### src/include/ppis_cfg.svh
// Purpose: offsets, field positions and reset values of the pin time unit irq block
// Assumes: avalon-mm word addressing by byte address, 32-bit data
// Notes: how it works listed below
// How it works
// [RL1] one 32-bit flag register at 0x0528
// [RL2] global pin irq bit is OR of flags
// [RL3] pulse unit flags bits 18:16, write clears
// [RL4] pulse flag sets only with notify enable
// [RL5] capture unit flags bits 1:0, write clears
// [RL6] capture flag sets only with irq enable
// [RL7] port egress timestamp irqs excluded here
// [RL8] pulse unit done plus notify raises irq
// [RL9] capture enable is control bit 5, indexed
// [RL10] reserved bits read zero, writes ignored
`ifndef PPIS_CFG_SVH
`define PPIS_CFG_SVH
`define PPIS_ADDR_W 12
`define PPIS_OFS_INDEX 12'h0520
`define PPIS_OFS_FLAGS 12'h0528
`define PPIS_OFS_CTRL 12'h052C
`define PPIS_OFS_NOTIFY 12'h0600
`define PPIS_FLD_PULSE_LO 16
`define PPIS_FLD_CAP_LO 0
`define PPIS_FLD_CAP_PTR 8
`define PPIS_FLD_CAP_IRQ_EN 5
`define PPIS_RST_PULSE 3'h0
`define PPIS_RST_CAP 2'h0
`define PPIS_N_PULSE 3
`define PPIS_N_CAP 2
`endif

### src/include/ppis_pkg.sv
// Purpose: shared types of the pin time unit irq block
// Assumes: nothing
// Notes: bus handshake phases
package ppis_pkg;
  typedef enum logic [1:0] {
    ppis_idle,
    ppis_answer
  } ppis_bus_state_t;
endpackage

### src/logic/ppis_flag.sv
// Purpose: one sticky event flag with enable gating and write clear
// Assumes: event is a one-cycle pulse on sys_clk_i
// Notes: a set in the clear cycle wins
`timescale 1ns/1ps
module ppis_flag (
  // clock and reset
  input wire logic sys_clk_i,
  input wire logic reset_i,
  // event side
  input wire logic event_i,
  input wire logic enable_i,
  input wire logic clear_i,
  // state
  output logic flag_o
);
  always_ff @(posedge sys_clk_i) begin
    if (reset_i) begin
      flag_o <= 1'b0;
    end else if (event_i && enable_i) begin
      flag_o <= 1'b1;
    end else if (clear_i) begin
      flag_o <= 1'b0;
    end
  end
endmodule

### src/logic/ppis_top.sv
// Purpose: irq status collector for pulse and capture units
// Assumes: unit events are one-cycle pulses on sys_clk_i
// Notes: answers each access one cycle after it is raised
// Notes: writes act at the take edge, one edge before waitrequest is seen low
// Notes: unit events come from logic on sys_clk_i, so they pass no synchroniser
`timescale 1ns/1ps
`include "ppis_cfg.svh"
module ppis_top (
  // clock and reset
  input wire logic sys_clk_i,
  input wire logic reset_i,
  // avalon-mm slave
  input wire logic [11:0] avs_address_i,
  input wire logic avs_read_i,
  input wire logic avs_write_i,
  input wire logic [31:0] avs_writedata_i,
  input wire logic [3:0] avs_byteenable_i,
  output logic [31:0] avs_readdata_o,
  output logic avs_waitrequest_o,
  // unit events
  input wire logic [2:0] scheduled_pulse_unit_done_i,
  input wire logic [1:0] event_capture_unit_capture_i,
  // global status bit
  output logic pin_unit_irq_o
);
  // unit counts
  localparam int N_PULSE = `PPIS_N_PULSE;
  localparam int N_CAP = `PPIS_N_CAP;

  // bus handshake
  ppis_pkg::ppis_bus_state_t state;
  logic bus_idle;
  logic wr_take;
  logic rd_take;
  logic [31:0] next_readdata;

  // address decode
  logic hit_index;
  logic hit_flags;
  logic hit_ctrl;
  logic hit_notify;

  // unit enables and index
  logic [2:0] completion_notify_enable;
  logic [1:0] capture_irq_enable;
  logic cap_ptr;

  // flags and their clears
  logic [2:0] pulse_flags;
  logic [1:0] cap_flags;
  logic [2:0] pulse_clear;
  logic [1:0] cap_clear;

  // address match for one register offset
  function automatic logic reg_hit(input logic [11:0] addr, input logic [11:0] ofs);
    reg_hit = (addr == ofs);
  endfunction

  // place unit flags in the status word, reserved bits zero
  function automatic logic [31:0] pack_flags(input logic [2:0] pulse, input logic [1:0] cap);
    pack_flags = 32'h0000_0000;
    pack_flags[`PPIS_FLD_PULSE_LO +: 3] = pulse;
    pack_flags[`PPIS_FLD_CAP_LO +: 2] = cap;
  endfunction

  assign hit_index = reg_hit(avs_address_i, `PPIS_OFS_INDEX);
  assign hit_flags = reg_hit(avs_address_i, `PPIS_OFS_FLAGS);
  assign hit_ctrl = reg_hit(avs_address_i, `PPIS_OFS_CTRL);
  assign hit_notify = reg_hit(avs_address_i, `PPIS_OFS_NOTIFY);

  // requests are taken only while idle
  assign bus_idle = (state == ppis_pkg::ppis_idle);
  assign wr_take = avs_write_i && bus_idle;
  assign rd_take = avs_read_i && bus_idle;

  // handshake phase
  always_ff @(posedge sys_clk_i) begin
    if (reset_i) begin
      state <= ppis_pkg::ppis_idle;
    end else begin
      case (state)
        ppis_pkg::ppis_idle: begin
          if (avs_read_i || avs_write_i) begin
            state <= ppis_pkg::ppis_answer;
          end
        end
        ppis_pkg::ppis_answer: begin
          state <= ppis_pkg::ppis_idle;
        end
        default: begin
          state <= ppis_pkg::ppis_idle;
        end
      endcase
    end
  end

  // waitrequest low for one cycle per access
  always_ff @(posedge sys_clk_i) begin
    if (reset_i) begin
      avs_waitrequest_o <= 1'b1;
    end else if (bus_idle && (avs_read_i || avs_write_i)) begin
      avs_waitrequest_o <= 1'b0;
    end else begin
      avs_waitrequest_o <= 1'b1;
    end
  end

  // [RL9] capture unit pointer
  always_ff @(posedge sys_clk_i) begin
    if (reset_i) begin
      cap_ptr <= 1'b0;
    end else if (wr_take && hit_index && avs_byteenable_i[1]) begin
      cap_ptr <= avs_writedata_i[`PPIS_FLD_CAP_PTR];
    end
  end

  // [RL9] enable of the pointed unit
  always_ff @(posedge sys_clk_i) begin
    if (reset_i) begin
      capture_irq_enable <= `PPIS_RST_CAP;
    end else if (wr_take && hit_ctrl && avs_byteenable_i[0]) begin
      capture_irq_enable[cap_ptr] <= avs_writedata_i[`PPIS_FLD_CAP_IRQ_EN];
    end
  end

  // [RL4] per-unit notify enables
  always_ff @(posedge sys_clk_i) begin
    if (reset_i) begin
      completion_notify_enable <= `PPIS_RST_PULSE;
    end else if (wr_take && hit_notify && avs_byteenable_i[0]) begin
      completion_notify_enable <= avs_writedata_i[2:0];
    end
  end

  // [RL10] reserved write bits dropped
  // [RL3] write one clears pulse flag
  always_comb begin
    pulse_clear = 3'h0;
    if (wr_take && hit_flags && avs_byteenable_i[2]) begin
      pulse_clear = avs_writedata_i[`PPIS_FLD_PULSE_LO +: 3];
    end
  end

  // [RL5] write one clears capture flag
  always_comb begin
    cap_clear = 2'h0;
    if (wr_take && hit_flags && avs_byteenable_i[0]) begin
      cap_clear = avs_writedata_i[`PPIS_FLD_CAP_LO +: 2];
    end
  end

  // [RL8] done pulse with notify raises flag
  // one flag per unit, set wins over clear
  for (genvar i = 0; i < N_PULSE; i++) begin : g_pulse
    ppis_flag u_flag (
      .sys_clk_i(sys_clk_i),
      .reset_i(reset_i),
      .event_i(scheduled_pulse_unit_done_i[i]),
      .enable_i(completion_notify_enable[i]),
      .clear_i(pulse_clear[i]),
      .flag_o(pulse_flags[i])
    );
  end

  // [RL6] capture flag gated by enable
  // [RL7] pin captures only, no egress
  for (genvar j = 0; j < N_CAP; j++) begin : g_cap
    ppis_flag u_flag (
      .sys_clk_i(sys_clk_i),
      .reset_i(reset_i),
      .event_i(event_capture_unit_capture_i[j]),
      .enable_i(capture_irq_enable[j]),
      .clear_i(cap_clear[j]),
      .flag_o(cap_flags[j])
    );
  end

  // [RL1] register read mux
  // [RL10] reserved bits read zero
  always_comb begin
    next_readdata = 32'h0000_0000;
    case (avs_address_i)
      `PPIS_OFS_FLAGS: begin
        next_readdata = pack_flags(pulse_flags, cap_flags);
      end
      `PPIS_OFS_INDEX: begin
        next_readdata[`PPIS_FLD_CAP_PTR] = cap_ptr;
      end
      `PPIS_OFS_CTRL: begin
        next_readdata[`PPIS_FLD_CAP_IRQ_EN] = capture_irq_enable[cap_ptr];
      end
      `PPIS_OFS_NOTIFY: begin
        next_readdata[2:0] = completion_notify_enable;
      end
      default: begin
        next_readdata = 32'h0000_0000;
      end
    endcase
  end

  // read data held until the next read
  always_ff @(posedge sys_clk_i) begin
    if (reset_i) begin
      avs_readdata_o <= 32'h0000_0000;
    end else if (rd_take) begin
      avs_readdata_o <= next_readdata;
    end
  end

  // [RL2] OR of all flags
  // registered, so it trails the flags by one cycle
  always_ff @(posedge sys_clk_i) begin
    if (reset_i) begin
      pin_unit_irq_o <= 1'b0;
    end else begin
      pin_unit_irq_o <= |pack_flags(pulse_flags, cap_flags);
    end
  end
endmodule
### config.mk
export PLATFORM = sky130hd
export DESIGN_NAME = ppis_top
export DESIGN_NICKNAME = d
export VERILOG_FILES = /design/src/include/ppis_pkg.sv /design/src/logic/ppis_flag.sv /design/src/logic/ppis_top.sv
export VERILOG_INCLUDE_DIRS = /design/src /design/src/include
export SDC_FILE = /design/constraint.sdc
export NUM_CORES = 1
export LEC_CHECK = 0
export BUFFER_PORTS_ARGS = -buffer_cell sky130_fd_sc_hd__clkbuf_2
export CAP_MARGIN = 20
export CORE_ASPECT_RATIO = 1.4
export CORE_MARGIN = 2
export CORE_UTILIZATION = 40
export CTS_CLUSTER_SIZE = 10
export DETAILED_ROUTE_END_ITERATION = 6
export PLACE_DENSITY = 0.85
export SYNTH_ARGS = -nofsm -noshare
export SYNTH_HDL_FRONTEND = slang
export SYNTH_HIERARCHICAL = 1
export SYNTH_SLANG_ARGS = --single-unit
### constraint.sdc
create_clock -name sys_clk_i -period 4.1 [get_ports sys_clk_i]
set_input_delay 0.615 -clock sys_clk_i [delete_from_list [all_inputs] [get_ports sys_clk_i]]
set_output_delay 0.615 -clock sys_clk_i [all_outputs]
set_load 0.02 [all_outputs]
==> flow_summary.ini, run 1 <==
[placed_design]
post-place-cells = 211
place.gp.congestion = 0.742
placement.io_buffers = 41
place.detailed.hpwl_um = 1810

[power_and_ir_drop]
power_switching_mw = 0.106
sw_frac_of_total_pct = 24.8
maximum_resistive_drop_on_vdd_v = 0.000135
combPwrFrac_pct = 14.4
power.density_cell_area_mw_per_mm2 = 302
p_seq_share_pct = 51.0
internal_power_mw = 0.321
power.share.clock_pct = 34.7
power.static_leakage_nw = 0.646

[worst_setup_path]
critical_path.startpoint = avs_address_i[7]
crit_type = primary input to flop
timing.critical_path.slowest_stage_cell = sky130_fd_sc_hd__or4_4
regToRegStartpoint = state[0]
cp_data_required_time_ns = 4.23
timing.critical_path.slowest_cell_delay_ns = 0.58
end_point_of_the_critical_path = g_cap[0].u_flag/flag_o
worst_r2r_endpoint = g_cap[0].u_flag/flag_o
start_kind = primary input
crit_path_end_kind = flop
worst_r2r_path_depth = 5
critical_path_arrival_ns = 2.27
setup.reg_to_reg.worst_slack_ns = 2.74
crit_path_cell_trace = clkbuf_2 -> or4_4 -> nor4_4 -> and2_1 -> and3_1 -> nand2b_1 -> a21oi_2
crit_path_max_fanout = 6

[hold_path]
holdCritPathClass = flop to flop

[routing]
detail_route.wl_per_cell_um = 10.5
drt_iter0_markers = 32
finalWirelength_um = 2270
drt_pre_antenna_iters = 4
drtAntennaViolNets = 0
vias = 994
route.detailed.vias_per_inst = 4.62
route.detailed.drc = 0

[die]
die_x_um = 50.8
fp.dieArea_mm2 = 0.00353
floorplan.core_area_mm2 = 0.00291
io_pins = 91
row_count = 23
starting_utilization_of_the_core_area_pct = 42.2
die_height_um = 69.5

[cts]
cts_tree = done
numCtsBuffers = 3
cts.sink_count = 22
postCtsResizedCells = 0
cts_hold_buffers = 0
post-cts-setup-buffer-count = 0
cts_buffer_depth = 2
clock_insertion_delay_worst_skew_ns = 0.25
clkSlewWorstSetupHoldPaths_ns = 0.07
ctsRootBufferMaster = sky130_fd_sc_hd__clkbuf_8
cts_htree_levels = 1

[grt]
global_route.usage.total_pct = 13.6
grt_pass1_wl_um = 3810
grtUsageMet1_pct = 14.7
grt_overflow = 0
largest_net_degree_at_the_start_of_global_routing = 27
met2_usage_pct = 25.1
grt_busiest_layer = met2
antenna_found_initial = 0
vias_in_the_first_global_route = 906
groute.layer.met3.usage_pct = 2.80

[timing]
final_min_period_over_clock_period_pct = 52.2
finalHoldViolations = 0
unrepaired_setup_endpoints_after_global_routing = false
max_slew.worst_pin.slew_ns = 0.556
final-max-slew-violation-count = 0
final-setup-viol-count = 0
skew_ns = 0.00180
slew_headroom_pct = 62.8
setup_tns_ns = 0
final.min_clock_period_ns = 2.14
max_clock_freq_ghz = 0.467

[run]
cap_violations = 0

[cells_and_area]
layout-drive-gt1-share_pct = 32.6
filler_cell_count = 295
highest_count_cells_in_the_layout_ignoring_fill_and_taps = 41 x sky130_fd_sc_hd__clkbuf_2, 24 x sky130_fd_sc_hd__conb_1, 22 x sky130_fd_sc_hd__dfxtp_1
finalNetCount = 236
final_common_cell = sky130_fd_sc_hd__clkbuf_2
stdcell_count = 215
areaGrowthSynthToFinish_pct = 15.2
antenna_cells_inserted = 0

[logic_synthesis]
post_synth_edffs = 0
postSynth.asyncResetShare_pct = 0
postSynthAreaPerCell_um2 = 8.83
synth-warning-count = 6
synth_cells = 139
yosysUniqueCellTypes = 30
postSynthRegisterBits = 22
netlist_area_mm2 = 0.00123
synth_sequential_area_ratio_pct = 35.9
ys.flop_type = sky130_fd_sc_hd__dfxtp_1

[outcome]
run_status = finished, final reports clean
[how the worst min path moves through the flow]
stage	start	to	slack, ns	cells after the start
6_report	avs_readdata_o[18]	avs_readdata_o[18]	0.45	2
5_1_grt	avs_readdata_o[2]	avs_readdata_o[2]	0.48	2
4_1_cts	avs_readdata_o[8]	avs_readdata_o[8]	0.46	2
3_5_place_dp	avs_readdata_o[8]	avs_readdata_o[8]	0.45	2
3_3_place_gp	avs_readdata_o[8]	avs_readdata_o[8]	0.44	2
2_1_floorplan	capture_irq_enable[1]	g_cap[1].u_flag/flag_o	0.45	2
[state kept, by name (all words and copies together) (netlist names)]
name / count
completion_notify_enable: 3
g_cap.u_flag/flag_o: 2
state: 1
pin_unit_irq_o: 1
g_pulse.u_flag/flag_o: 3
avs_readdata_o: 8
capture_irq_enable: 2
cap_ptr: 1
avs_waitrequest_o: 1
[synth_stat cells (2+ instances only)]
cell type	instances	area share, %
sky130_fd_sc_hd__buf_4	24	15
sky130_fd_sc_hd__dfxtp_1	22	36
sky130_fd_sc_hd__nand2b_1	18	9.2
sky130_fd_sc_hd__nand2_1	12	3.7
sky130_fd_sc_hd__a21oi_1	7	2.9
sky130_fd_sc_hd__nand3_1	7	2.9
sky130_fd_sc_hd__and3_1	6	3.1
sky130_fd_sc_hd__mux2i_1	6	4.9
sky130_fd_sc_hd__a21oi_2	5	3.6
sky130_fd_sc_hd__clkbuf_1	4	1.2
sky130_fd_sc_hd__nor2_1	4	1.2
sky130_fd_sc_hd__nor3_1	3	1.2
sky130_fd_sc_hd__a221oi_1	2	1.4
sky130_fd_sc_hd__nor2b_1	2	1.0
sky130_fd_sc_hd__nor4_4	2	3.5
[cells by family (layout without fill, tap and decap cells)]
kind of cell | count (synthesis) | in the layout | share of synthesized area (%)
AOI/OAI and AO/OA | 15 | 15 | 8.26
and+or+nand+nor | 64 | 64 | 32.6
other | 1 | 24 | 0.306
DFF | 22 | 22 | 35.9
muxes | 7 | 7 | 5.81
buffers and inverters | 30 | 46 | 17.1
[area by class of cell]
class | instances | area [um2] | share of cell area (%)
Clock buffer | 4 | 55.1 | 3.89
Timing Repair Buffer | 41 | 205 | 14.5
Sequential cell | 22 | 440 | 31.2
Inverter | 1 | 3.75 | 0.265
Tap cell | 37 | 46.3 | 3.27
Multi-Input combinational cell | 110 | 663 | 46.9
[power groups by stage]
stage | clock network (mW) | logic (mW) | registers [mW]
finish | 0.148 | 0.0613 | 0.218
global route | 0.161 | 0.0673 | 0.218
CTS | 0.152 | 0.0613 | 0.218
detailed placement | 0 | 0.0611 | 0.223
global placement | 0 | 0.0606 | 0.223
floorplan | 0 | 0.0549 | 0.225
[routing by layer]
metal / up-vias / wire (um)
met5: - / 0
met4: 0 / 14
met3: 2 / 143
met2: 31 / 1250
met1: 454 / 856
li1: 507 / -
[worst max-delay path: cells and delay by family]
| kind | cells | cell delay [ns] |
|---|---|---|
| AO/OA/AOI/OAI | 1 | 0.05 |
| buffers and inverters | 1 | 0.08 |
| AND/OR/NAND/NOR | 5 | 1.51 |
[stage by stage]
stage | total power, mW | instance area (um2) | hold WS (ns) | util, % | setup WS (ns)
2_1_floorplan | 0.280 | 1310 | 0.452 | - | 1.99
3_3_place_gp | 0.283 | 1360 | 0.439 | 46.7 | 1.73
3_5_place_dp | 0.284 | 1360 | 0.447 | 46.7 | 1.72
4_1_cts | 0.431 | 1410 | 0.456 | 48.6 | 1.96
5_1_grt | 0.446 | 1410 | 0.476 | 48.6 | 1.86
6_report | 0.427 | 1410 | 0.452 | 48.6 | 1.96
Power figures use the tool's default switching activity.
==> inputs of run 2 (changes only) <==
--- a/config.mk
+++ b/config.mk
@@ -10,10 +10,10 @@
 export CAP_MARGIN = 20
 export CORE_ASPECT_RATIO = 1.4
 export CORE_MARGIN = 2
-export CORE_UTILIZATION = 40
+export CORE_UTILIZATION = 36
 export CTS_CLUSTER_SIZE = 10
 export DETAILED_ROUTE_END_ITERATION = 6
-export PLACE_DENSITY = 0.85
+export PLACE_DENSITY = 0.81
 export SYNTH_ARGS = -nofsm -noshare
 export SYNTH_HDL_FRONTEND = slang
 export SYNTH_HIERARCHICAL = 1
==> constraint.sdc (replaced) <==
create_clock -name sys_clk_i -period 1.77 [get_ports sys_clk_i]
set_input_delay 0.2655 -clock sys_clk_i [delete_from_list [all_inputs] [get_ports sys_clk_i]]
set_output_delay 0.2655 -clock sys_clk_i [all_outputs]
set_load 0.02 [all_outputs]
==> flow_summary.ini, run 2 (synthesis gave the netlist of run 1 again) <==
[timing]
unrepaired_setup_endpoints_after_global_routing = false
final_min_period_over_clock_period_pct = 91.3
max_slew.worst_pin.slew_ns = 0.536
finalHoldViolations = 0
final-max-slew-violation-count = 0
final-setup-viol-count = 0
max_clock_freq_ghz = 0.619
setup_tns_ns = 0
slew_headroom_pct = 64.2
final.min_clock_period_ns = 1.62
skew_ns = 0.00374
final_critical_path_setup_slack_ns = 0.154

[worst_setup_path]
setup.reg_to_reg.worst_slack_ns = 0.54
start_kind = primary input
crit_path_end_kind = flop
critical_path_arrival_ns = 1.74
timing.critical_path.slowest_cell_delay_ns = 0.57
cp_data_required_time_ns = 1.90
crit_type = primary input to flop
critPathTopFamily = simple AND/OR/NAND/NOR gates
crit_path_max_fanout = 5
crit_path_cell_trace = clkbuf_2 -> or4_4 -> nor4_4 -> and2_1 -> and3_1 -> nand2b_1 -> a21oi_2
timing.critical_path.slowest_stage_cell = sky130_fd_sc_hd__or4_4
worst-path-buf-inv = 1

[grt]
largest_net_degree_at_the_start_of_global_routing = 27
global_route.usage.total_pct = 13.3
grt_overflow = 0
vias_in_the_first_global_route = 889
antenna_found_initial = 0
grt_pass1_wl_um = 3770

[routing]
detail_route.wl_per_cell_um = 10.4
drt_pre_antenna_iters = 4
finalWirelength_um = 2320
route.detailed.vias_per_inst = 4.53
vias = 1011
drtAntennaViolNets = 0
route.detailed.drc = 0
drt_iter0_markers = 17

[cts]
cts_htree_levels = 1
clock_insertion_delay_worst_skew_ns = 0.26
postCtsResizedCells = 0
cts_tree = done
cts_buffer_depth = 2
cts_hold_buffers = 0
cts.sink_count = 22
clkSlewWorstSetupHoldPaths_ns = 0.07
post-cts-setup-buffer-count = 0
ctsRootBufferMaster = sky130_fd_sc_hd__clkbuf_8
numCtsBuffers = 3

[placed_design]
place.detailed.hpwl_um = 1890
placement.io_buffers = 41
dp_slack_ns = -0.122
place.gp.congestion = 0.787

[run]
cap_violations = 0

[cells_and_area]
registers.top_by_ff_count = avs_readdata_o
largest_registers = avs_readdata_o: 8 flops, completion_notify_enable: 3 flops, g_pulse.u_flag/flag_o: 3 flops
antenna_cells_inserted = 0
areaGrowthSynthToFinish_pct = 18.0
highest_count_cells_in_the_layout_ignoring_fill_and_taps = 41 x sky130_fd_sc_hd__clkbuf_2, 24 x sky130_fd_sc_hd__conb_1, 22 x sky130_fd_sc_hd__dfxtp_1
filler_cell_count = 341
final_common_cell = sky130_fd_sc_hd__clkbuf_2
layout-drive-gt1-share_pct = 34.4
finalNetCount = 242
largest_reg_flops = 8

[power_and_ir_drop]
power_mw = 0.950
power.density_cell_area_mw_per_mm2 = 656
internal_power_mw = 0.703
maximum_resistive_drop_on_vdd_v = 0.000294
power.share.clock_pct = 31.4
sw_frac_of_total_pct = 26.1
combPwrFrac_pct = 15.5
p_seq_share_pct = 53.1
power.static_leakage_nw = 0.668
power_switching_mw = 0.248

[die]
io_pins = 91
die_x_um = 53.4
die_height_um = 73.1
fp.dieArea_mm2 = 0.00390
floorplan.core_area_mm2 = 0.00332
row_count = 25
starting_utilization_of_the_core_area_pct = 37.0

[outcome]
run_status = finished, final reports clean

[hold_path]
holdCritPathClass = primary input to flop
-- run 2: final cells by class --
| class | count | area (um2) | share of cell area, % |
|---|---|---|---|
| tap | 40 | 50.0 | 3.45 |
| timing repair buffer | 47 | 250 | 17.3 |
| clock buffer | 3 | 41.3 | 2.85 |
| multi-input combinational | 110 | 663 | 45.8 |
| sequential | 22 | 440 | 30.4 |
| inverter | 1 | 3.75 | 0.259 |
-- run 2: worst reg2reg max path, cell delays in order, from the launching register on --
cell                      delay (ns)
sky130_fd_sc_hd__dfxtp_1        0.33
sky130_fd_sc_hd__nor2b_1        0.19
sky130_fd_sc_hd__buf_4          0.16
sky130_fd_sc_hd__and3_1         0.26
sky130_fd_sc_hd__mux2i_1        0.21
-- run 2: worst paths after layout --
path | start | to | cells after the start
setup reg to reg | state[0] | completion_notify_enable[0] | 4
hold reg to reg | avs_readdata_o[16] | avs_readdata_o[16] | 2
hold / removal | avs_writedata_i[8] | cap_ptr | 3
setup / recovery | avs_address_i[7] | g_pulse[1].u_flag/flag_o | 7
-- run 2: power by group through the flow --
stage / Sequential, mW / Clock [mW] / Combinational [mW]
6_report: 0.505 / 0.299 / 0.147
5_1_grt: 0.505 / 0.327 / 0.162
4_1_cts: 0.505 / 0.305 / 0.147
3_5_place_dp: 0.516 / 0 / 0.147
3_3_place_gp: 0.516 / 0 / 0.146
2_1_floorplan: 0.522 / 0 / 0.127
-- run 2: per-stage QoR --
step | cell area [um2] | std cells | hold WS (ns) | utilization, %
detailed placement | 1410 | 220 | 0.447 | 42.5
floorplan | 1310 | 162 | 0.328 | -
CTS | 1450 | 223 | 0.234 | 43.7
global placement | 1410 | 220 | 0.439 | 42.5
finish | 1450 | 223 | 0.234 | 43.7
global route | 1450 | 223 | 0.229 | 43.7
-- run 2: routing by layer --
layer,vias up,GRT usage (%),part of all wire [%]
met3,4,1.84,4.6
met2,34,23.7,55
met1,458,13.9,38
met4,0,8.55,2.4
li1,515,-,-
met5,-,0,0
==> inputs of run 3 (changes only) <==
--- a/config.mk
+++ b/config.mk
@@ -11,8 +11,10 @@
 export CORE_ASPECT_RATIO = 1.4
 export CORE_MARGIN = 2
 export CORE_UTILIZATION = 36
+export CTS_BUF_LIST = sky130_fd_sc_hd__clkbuf_8 sky130_fd_sc_hd__clkbuf_16
 export CTS_CLUSTER_SIZE = 10
 export DETAILED_ROUTE_END_ITERATION = 6
+export MAX_ROUTING_LAYER = met4
 export PLACE_DENSITY = 0.81
 export SYNTH_ARGS = -nofsm -noshare
 export SYNTH_HDL_FRONTEND = slang
==> flow_summary.ini, run 3 (synthesis gave the netlist of run 1 again) <==
[cells_and_area]
finalNetCount = 242
antenna_cells_inserted = 0
final_common_cell = sky130_fd_sc_hd__clkbuf_2
largest_reg_flops = 8
final_util_pct = 43.7
filler_cell_count = 341
areaGrowthSynthToFinish_pct = 18.0
largest_registers = avs_readdata_o: 8 flops, completion_notify_enable: 3 flops, g_pulse.u_flag/flag_o: 3 flops
layout-drive-gt1-share_pct = 34.4
registers.top_by_ff_count = avs_readdata_o
highest_count_cells_in_the_layout_ignoring_fill_and_taps = 41 x sky130_fd_sc_hd__clkbuf_2, 24 x sky130_fd_sc_hd__conb_1, 22 x sky130_fd_sc_hd__dfxtp_1
stdcell_count = 223

[die]
io_pins = 91
die_x_um = 53.4
fp.dieArea_mm2 = 0.00390
row_count = 25
floorplan.core_area_mm2 = 0.00332
die_height_um = 73.1
starting_utilization_of_the_core_area_pct = 37.0

[grt]
grt_pass1_wl_um = 3780
global_route.usage.total_pct = 13.7
antenna_found_initial = 0
largest_net_degree_at_the_start_of_global_routing = 27
grt_overflow = 0
vias_in_the_first_global_route = 888

[cts]
clkSlewWorstSetupHoldPaths_ns = 0.07
cts_buffer_depth = 2
ctsRootBufferMaster = sky130_fd_sc_hd__clkbuf_8
cts.sink_count = 22
numCtsBuffers = 3
post-cts-setup-buffer-count = 0
cts_tree = done
cts_hold_buffers = 0
cts_htree_levels = 1
postCtsResizedCells = 0
clock_insertion_delay_worst_skew_ns = 0.26

[worst_setup_path]
cp_data_required_time_ns = 1.90
crit_path_max_fanout = 5
crit_path_end_kind = flop
crit_type = primary input to flop
setup.reg_to_reg.worst_slack_ns = 0.54
critical_path_arrival_ns = 1.74
start_kind = primary input

[power_and_ir_drop]
power.density_cell_area_mw_per_mm2 = 657
p_seq_share_pct = 53.0
power.share.clock_pct = 31.6
combPwrFrac_pct = 15.5
sw_frac_of_total_pct = 26.2
internal_power_mw = 0.703
power.static_leakage_nw = 0.668
power_switching_mw = 0.250
maximum_resistive_drop_on_vdd_v = 0.000294

[timing]
final-max-slew-violation-count = 0
holdWs_ns = 0.235
skew_ns = 0.00258
setup_tns_ns = 0
finalHoldViolations = 0
final-setup-viol-count = 0
max_slew.worst_pin.slew_ns = 0.535
unrepaired_setup_endpoints_after_global_routing = false
slew_headroom_pct = 64.3
max_clock_freq_ghz = 0.620
final_min_period_over_clock_period_pct = 91.2
final.min_clock_period_ns = 1.61

[outcome]
run_status = finished, final reports clean

[placed_design]
post-place-cells = 220
placement.io_buffers = 41
place.detailed.hpwl_um = 1890
place.gp.congestion = 0.798

[routing]
drtAntennaViolNets = 0
finalWirelength_um = 2330
route.detailed.vias_per_inst = 4.52
detail_route.wl_per_cell_um = 10.4
drt_iter0_markers = 27
vias = 1008
drt_pre_antenna_iters = 4
route.detailed.drc = 0

[hold_path]
holdCritPathClass = primary input to flop

[run]
cap_violations = 0
## run 3: cell counts in the layout (fill, tap and decap cells not counted)
No cell type changed its count.
## run 3: path summary, 6_finish.rpt
kind	end	cells past startpoint	start
worst max-delay path	g_pulse[1].u_flag/flag_o	7	avs_address_i[7]
worst min-delay path	cap_ptr	3	avs_writedata_i[8]
worst max register to register	completion_notify_enable[0]	4	state[0]
worst min register to register	avs_readdata_o[16]	2	avs_readdata_o[16]
## run 3: area by class of cell
class / count / area (um2) / area share, %
Clock buffer: 3 / 41.3 / 2.85
Sequential cell: 22 / 440 / 30.4
Multi-Input combinational cell: 110 / 663 / 45.8
Tap cell: 40 / 50.0 / 3.45
Inverter: 1 / 3.75 / 0.259
Timing Repair Buffer: 47 / 250 / 17.3
## run 3: through the flow
step | cell area [um2] | total power, mW | setup WS [ns]
floorplan | 1310 | 0.649 | 0.00465
global placement | 1410 | 0.662 | -0.124
detailed placement | 1410 | 0.664 | -0.122
CTS | 1450 | 0.958 | 0.147
global route | 1450 | 0.996 | 0.0690
finish | 1450 | 0.952 | 0.156
## run 3: worst max-delay path: stages
cell and delay, ns:
sky130_fd_sc_hd__clkbuf_2 0.08, sky130_fd_sc_hd__or4_4 0.57, sky130_fd_sc_hd__nor4_4 0.27, sky130_fd_sc_hd__and2_1 0.24, sky130_fd_sc_hd__and3_1 0.16, sky130_fd_sc_hd__nand2b_1 0.11, sky130_fd_sc_hd__a21oi_2 0.05
## run 3: power groups by stage
stage	logic, mW	registers, mW	clock network (mW)
finish	0.147	0.504	0.301
global route	0.162	0.505	0.329
CTS	0.147	0.505	0.305
detailed placement	0.147	0.516	0
global placement	0.146	0.516	0
floorplan	0.127	0.522	0
## run 3: per-layer routing
layer / vias to the layer above / track usage (%) / routed length [um]
li1: 515 / - / -
met1: 455 / 14.0 / 877
met2: 34 / 23.7 / 1280
met3: 4 / 1.84 / 107
met4: 0 / 8.55 / 61
met5: - / - / 0
